===== src/design/csoc_pkg.sv =====
// Register map, field layout and shared types of the clock synthesiser output control block.
package csoc_pkg;

  localparam int         LANES         = 8;
  localparam int         ADDR_W        = 8;

  localparam logic [7:0] OFF_OSC_BIAS  = 8'h3F;
  localparam logic [7:0] OFF_PREEMPH   = 8'h48;
  localparam logic [7:0] OFF_TRIG_CTRL = 8'h57;
  localparam logic [7:0] OFF_OVERRIDE  = 8'h58;

  localparam logic [7:0] RST_OSC_BIAS  = 8'h4F;
  localparam logic [7:0] RST_PREEMPH   = 8'h00;
  localparam logic [7:0] RST_TRIG_CTRL = 8'h00;
  localparam logic [7:0] RST_OVERRIDE  = 8'h00;
  localparam logic [6:0] BIAS_RECOMMEND = 7'h4A;

  localparam int         BIAS_MSB      = 6;
  localparam int         PE_MSB        = 3;
  localparam int         TRIG_EN_BIT   = 7;
  localparam int         TRIG_SEL_MSB  = 2;
  localparam int         OVR_EN_BIT    = 7;
  localparam int         SECOND_LSB    = 4;
  localparam int         FIRST_LSB     = 2;
  localparam int         SE_REF_BIT    = 1;
  localparam int         SYNTH_EN_BIT  = 0;

  typedef enum logic [2:0] {
    TRIG_UI16      = 3'h0,
    TRIG_UI32      = 3'h1,
    TRIG_UI64      = 3'h2,
    TRIG_TIMESTAMP = 3'h3
  } csoc_trig_sel_t;

  typedef enum logic [1:0] {
    REFDIV_OFF = 2'h0,
    REFDIV_1   = 2'h1,
    REFDIV_2   = 2'h2,
    REFDIV_4   = 2'h3
  } csoc_refdiv_sel_t;

  typedef struct packed {
    logic       write;
    logic       read;
    logic [7:0] addr;
    logic [7:0] wdata;
  } csoc_reg_req_t;

  typedef struct packed {
    logic [7:0]            osc_bias_ctrl;
    logic [7:0]            preemph_ctrl;
    logic [7:0]            trig_ctrl;
    logic [7:0]            override_ctrl;
    logic [7:0]            rd_data;
    logic                  rd_valid;
    logic [LANES-1:0][3:0] lane_pe;
    logic                  ref_q;
    logic [1:0]            ref_cnt;
    logic                  first_out;
    logic                  second_out;
    logic                  trig_out;
    logic                  trig_en;
    logic                  synth_en;
    logic                  se_ref_sel;
  } csoc_state_t;

endpackage : csoc_pkg


===== src/design/csoc_clock_synth_output_config.sv =====
// Register file and output steering for the clock synthesiser and auxiliary clock outputs.
// Overview of operation
// - Oscillator bias register resets to 0x4F, not the recommended operating value.
// - One four-bit pre-emphasis value drives every serializer lane together.
// - Trigger-output enable bit 7 turns the trigger buffer and divider off or on.
// - Trigger select: 0,1,2 give 16/32/64 UI clocks, 3 timestamp, 4-7 reserved.
// - Trigger clocks come from the serializer and drop during its re-initialisation.
// - Override bit 7 chooses configuration pins or register fields for the synthesiser.
// - Under override, bits 5:4 set the second divided-reference output: off, /1, /2, /4.
// - Under override, bits 3:2 set the first divided-reference output: off, /1, /2, /4.
// - Second divided-reference output runs only while the first one is running.
// - Under override, bit 1 selects the single-ended reference input instead of the pin.
// - Under override, bit 0 enables the synthesiser instead of its enable pin.
`timescale 1ns/1ns
module csoc_clock_synth_output_config
  import csoc_pkg::*;
(
  input  wire logic                  clk_in,
  input  wire logic                  rst_n_in,
  input  wire csoc_reg_req_t         reg_req_in,
  input  wire logic [2:0]            ser_ui_clock_in,
  input  wire logic                  ser_reinit_in,
  input  wire logic                  timestamp_input_in,
  input  wire logic                  pll_ref_in,
  input  wire logic                  synth_enable_pin_in,
  input  wire logic                  ref_select_pin_in,
  input  wire logic                  clock_config_pin_0_in,
  input  wire logic                  clock_config_pin_1_in,
  output logic [7:0]                 rd_data_out,
  output logic                       rd_valid_out,
  output logic [6:0]                 oscillator_bias_out,
  output logic [LANES-1:0][3:0]      lane_preemphasis_out,
  output logic                       trigger_output_enable_out,
  output logic                       trigger_output_out,
  output logic                       first_refdiv_output_out,
  output logic                       second_refdiv_output_out,
  output logic                       synth_enable_out,
  output logic                       single_ended_ref_select_out
);

  csoc_state_t      s;
  csoc_state_t      next_s;
  logic             ovr_en;
  csoc_refdiv_sel_t first_sel;
  csoc_refdiv_sel_t second_sel;

  function automatic logic refdiv(input csoc_refdiv_sel_t sel, input logic ref_lvl,
                                  input logic [1:0] cnt);
    unique case (sel)
      REFDIV_OFF: refdiv = 1'b0;
      REFDIV_1:   refdiv = ref_lvl;
      REFDIV_2:   refdiv = cnt[0];
      REFDIV_4:   refdiv = cnt[1];
    endcase
  endfunction : refdiv

  // Pin mode has no field for the second output, so it stays off there.
  always_comb begin
    ovr_en = s.override_ctrl[OVR_EN_BIT];
    if (ovr_en) begin
      first_sel  = csoc_refdiv_sel_t'(s.override_ctrl[FIRST_LSB+:2]);
      second_sel = csoc_refdiv_sel_t'(s.override_ctrl[SECOND_LSB+:2]);
    end else begin
      first_sel  = csoc_refdiv_sel_t'({clock_config_pin_1_in, clock_config_pin_0_in});
      second_sel = REFDIV_OFF;
    end
  end

  always_comb begin
    next_s          = s;
    next_s.rd_valid = reg_req_in.read;
    next_s.rd_data  = 8'h00;
    if (reg_req_in.read) begin
      unique case (reg_req_in.addr)
        OFF_OSC_BIAS:  next_s.rd_data = s.osc_bias_ctrl;
        OFF_PREEMPH:   next_s.rd_data = s.preemph_ctrl;
        OFF_TRIG_CTRL: next_s.rd_data = s.trig_ctrl;
        OFF_OVERRIDE:  next_s.rd_data = s.override_ctrl;
        default:       next_s.rd_data = 8'h00;
      endcase
    end
    if (reg_req_in.write) begin
      unique case (reg_req_in.addr)
        OFF_OSC_BIAS:  next_s.osc_bias_ctrl = reg_req_in.wdata;
        OFF_PREEMPH:   next_s.preemph_ctrl  = reg_req_in.wdata;
        OFF_TRIG_CTRL: next_s.trig_ctrl     = reg_req_in.wdata;
        OFF_OVERRIDE:  next_s.override_ctrl = reg_req_in.wdata;
        default:       next_s.rd_valid      = next_s.rd_valid;
      endcase
    end
    for (int i = 0; i < LANES; i++) begin
      next_s.lane_pe[i] = s.preemph_ctrl[PE_MSB:0];
    end
    // Divided reference is built from edges of the sampled reference level.
    next_s.ref_q = pll_ref_in;
    if (pll_ref_in && !s.ref_q) begin
      next_s.ref_cnt = s.ref_cnt + 2'h1;
    end
    next_s.first_out  = refdiv(first_sel, s.ref_q, s.ref_cnt);
    // The second output is gated by the first so it cannot run alone.
    next_s.second_out = (first_sel != REFDIV_OFF) &&
                        refdiv(second_sel, s.ref_q, s.ref_cnt);
    next_s.synth_en   = ovr_en ? s.override_ctrl[SYNTH_EN_BIT] : synth_enable_pin_in;
    next_s.se_ref_sel = ovr_en ? s.override_ctrl[SE_REF_BIT] : ref_select_pin_in;
    next_s.trig_en    = s.trig_ctrl[TRIG_EN_BIT];
    next_s.trig_out   = 1'b0;
    if (s.trig_ctrl[TRIG_EN_BIT]) begin
      unique case (s.trig_ctrl[TRIG_SEL_MSB:0])
        TRIG_UI16:      next_s.trig_out = ser_ui_clock_in[0] && !ser_reinit_in;
        TRIG_UI32:      next_s.trig_out = ser_ui_clock_in[1] && !ser_reinit_in;
        TRIG_UI64:      next_s.trig_out = ser_ui_clock_in[2] && !ser_reinit_in;
        TRIG_TIMESTAMP: next_s.trig_out = timestamp_input_in;
        default:        next_s.trig_out = 1'b0;
      endcase
    end
  end

  always_ff @(posedge clk_in or negedge rst_n_in) begin
    if (!rst_n_in) begin
      s               <= '0;
      s.osc_bias_ctrl <= RST_OSC_BIAS;
      s.preemph_ctrl  <= RST_PREEMPH;
      s.trig_ctrl     <= RST_TRIG_CTRL;
      s.override_ctrl <= RST_OVERRIDE;
    end else begin
      s <= next_s;
    end
  end

  assign rd_data_out                 = s.rd_data;
  assign rd_valid_out                = s.rd_valid;
  assign oscillator_bias_out         = s.osc_bias_ctrl[BIAS_MSB:0];
  assign lane_preemphasis_out        = s.lane_pe;
  assign trigger_output_enable_out   = s.trig_en;
  assign trigger_output_out          = s.trig_out;
  assign first_refdiv_output_out     = s.first_out;
  assign second_refdiv_output_out    = s.second_out;
  assign synth_enable_out            = s.synth_en;
  assign single_ended_ref_select_out = s.se_ref_sel;
endmodule : csoc_clock_synth_output_config


===== config.mk =====
export PLATFORM = sky130hd
export DESIGN_NAME = csoc_clock_synth_output_config
export DESIGN_NICKNAME = d
export VERILOG_FILES = /design/src/design/csoc_pkg.sv /design/src/design/csoc_clock_synth_output_config.sv
export SDC_FILE = /design/constraint.sdc
export NUM_CORES = 1
export LEC_CHECK = 0
export BUFFER_PORTS_ARGS = -buffer_cell sky130_fd_sc_hd__buf_4
export CORE_MARGIN = 5
export CORE_UTILIZATION = 50
export DETAILED_ROUTE_END_ITERATION = 6
export GPL_TIMING_DRIVEN = 0
export MAX_ROUTING_LAYER = met4
export PLACE_DENSITY = 0.78
export SLEW_MARGIN = 25
export SYNTH_ARGS = -nofsm -noshare
export SYNTH_HDL_FRONTEND = slang
export SYNTH_SLANG_ARGS = --single-unit

===== constraint.sdc =====
create_clock -name clk_in -period 4.05 [get_ports clk_in]
set_input_delay 0.81 -clock clk_in [delete_from_list [all_inputs] [get_ports clk_in]]
set_output_delay 0.81 -clock clk_in [all_outputs]
set_load 0.03 [all_outputs]

==> impl_metrics.env <==
export IMPL_cts_tree="done"
export IMPL_place_congestion=0.742
export IMPL_powerDensity_nw_per_um2=313
export IMPL_crit_arrival_ns=1.11
export IMPL_drive_gt1_share_pct=54.9
export IMPL_nets=322
export IMPL_drtIter0Drc=87
export IMPL_num_antenna_cells=0
export IMPL_synth_avg_cell_area_um2=13.3
export IMPL_critPathMaxFanout=3
export IMPL_synth_area_um2=2680
export IMPL_synth_seq_cells=54
export IMPL_vias=1773
export IMPL_die_height_um=83.2
export IMPL_die_x_um=83.2
export IMPL_io_pins=84
export IMPL_drt_wirelength_per_cell_um=14.3
export IMPL_h_tree_depth=2
export IMPL_tightest_slew_ns=0.661
export IMPL_fin_skew_ns=0.00917
export IMPL_syn2layout_area_growth_pct=29.5
export IMPL_cts_hold_buffers_added=0
export IMPL_clkTransAtPathRegs_ns=0.08
export IMPL_insertion_delay_ns=0.31
export IMPL_max_cap_violations=0
export IMPL_fillers=397
export IMPL_layout_commonest_cell="buf_4"
export IMPL_fin_tns_setup_ns=0
export IMPL_fp_coreArea_um2=5170
export IMPL_final_cell_mix="buf_4, dfrtp_1, mux2_1"
export IMPL_end_kind="output pin"
export IMPL_finalSetupViolations=0
export IMPL_io_buffers=83
export IMPL_min_period_ns=1.92
export IMPL_status="completed"
export IMPL_cts_resized=0
export IMPL_finalCritPeriodShare_pct=47.5
export IMPL_antenna_found_initial=0
export IMPL_yosysUniqueCellTypes=35
export IMPL_grt_pass1_wl_um=9050
export IMPL_drt_vias_per_instance=4.88
export IMPL_finalWirelength_um=5190
export IMPL_gr_usage_all_layers_pct=16.4
export IMPL_start_util_pct=51.9
export IMPL_cts_root_buf="clkbuf_8"
export IMPL_layout_cells_non_filler=363
export IMPL_ys_flop_type="dfrtp_1"
export IMPL_first_global_vias=1826
export IMPL_min_path_type="flip-flop to flip-flop"
export IMPL_slew_headroom_pct=55.9
export IMPL_post_place_ws_ns=1.89
export IMPL_synth_cells=202
export IMPL_start_kind="flip-flop"
export IMPL_whs_path_depth=0
export IMPL_place_area_um2=3390
export IMPL_crit_required_ns=3.24
export IMPL_grt_max_degree=55
export IMPL_max_freq_mhz=520
export IMPL_fin_hold_ws_ns=0.419
export IMPL_drt_pass1_iterations=5
export IMPL_setup_ws_ns=2.13
export IMPL_r2r_slack_ns=2.56
export IMPL_power_mw=1.09
export IMPL_leakage_nw=1.84
export IMPL_dpl_hpwl_um=3980
export IMPL_dp_cells=355
export IMPL_async_reset_ff_share_pct=100
export IMPL_final_core_util_pct=67.2
export IMPL_numCtsBuffers=5
export IMPL_ir_worst_vdd_mv=0.230
export IMPL_clockBufferDepth=2
export IMPL_grt_overflow=0
export IMPL_synth_warnings=0
export IMPL_finalMaxSlewViolations=0
export IMPL_ys_seq_area_share_pct=50.6
export IMPL_post_cts_setup_buffers=0
export IMPL_fin_area_um2=3470
export IMPL_drc=0
export IMPL_rows=26
export IMPL_detail_route_antenna_nets=0
export IMPL_worst_r2r_path_depth=5
export IMPL_crit_type="flip-flop to output pin"
export IMPL_numClockSinks=54
export IMPL_hold_violations=0
export IMPL_synth_nets=232
export IMPL_die_area_um2=6930
export IMPL_rsz0062_at_grt="false"
export IMPL_synth_edf_count=0
==> registers in the layout (all words and copies together) (netlist names) <==
signal                       cells
ovr_en                           1
second_refdiv_output_out         1
next_s                           5
rd_valid_out                     1
trigger_output_out               1
first_refdiv_output_out          1
trigger_output_enable_out        1
synth_enable_out                 1
lane_preemphasis_out             4
oscillator_bias_out              7
rd_data_out                      8
single_ended_ref_select_out      1
s                               22
==> report_power, final <==
group	internal [mW]	total, mW	switching (mW)	leakage [nW]
clock	0.123	0.283	0.159	0.0395
combinational	0.101	0.203	0.102	1.09
sequential	0.573	0.602	0.0289	0.715
total	0.798	1.09	0.290	1.84
==> Yosys cell counts, drive strengths merged, types with 3 or more instances <==
master  count  area, um^2
buf        52         392
dfrtp      49        1230
mux2       36         435
a222oi      8        80.1
a22o        8        70.1
nor2b       8        50.1
dfstp       5         131
nand2       5        42.5
mux2i       3        30.0
nor3b       3        22.5
==> worst max-delay path: stages, from the launching register on <==
cell and delay (ns):
dfstp_2 0.56, buf_4 0.11, buf_4 0.14
==> final timing paths <==
check	end	from
max in group asynchronous	next_s[9]	rst_n_in
worst max register to register	first_refdiv_output_out	ovr_en
worst min register to register	lane_preemphasis_out[31]	next_s[12]
worst max-delay path	oscillator_bias_out[3]	oscillator_bias_out[3]
min in group asynchronous	s[7]	rst_n_in
worst min-delay path	lane_preemphasis_out[31]	next_s[12]
==> area by class of cell <==
cell class                 instances  area, um^2  share of cell area [%]
sequential                        54        1360                    39.1
multi-input combinational         94         926                    26.7
timing repair buffer              83         623                    17.9
buffer                            53         395                    11.4
tap                               70        87.6                    2.52
clock buffer                       8        80.1                    2.31
inverter                           1        3.75                   0.108
==> routing by layer <==
| layer | wire [um] | vias up | track usage [%] |
|---|---|---|---|
| met1 | 2300 | 842 | 20.9 |
| met4 | 82 | 0 | 5.94 |
| met2 | 2390 | 68 | 24.6 |
| li1 | - | 856 | - |
| met5 | 0 | - | - |
| met3 | 417 | 7 | 5.05 |
==> cells by family (layout without fill, tap and decap cells) <==
family | Yosys count | in the layout | share of synthesized area (%)
compound gates | 24 | 24 | 7.60
buf+inv | 54 | 145 | 14.9
mux | 39 | 39 | 17.4
flops | 54 | 54 | 50.6
simple gates | 29 | 29 | 8.91
xor+xnor | 2 | 2 | 0.653
(Power assumes the default switching activity.)
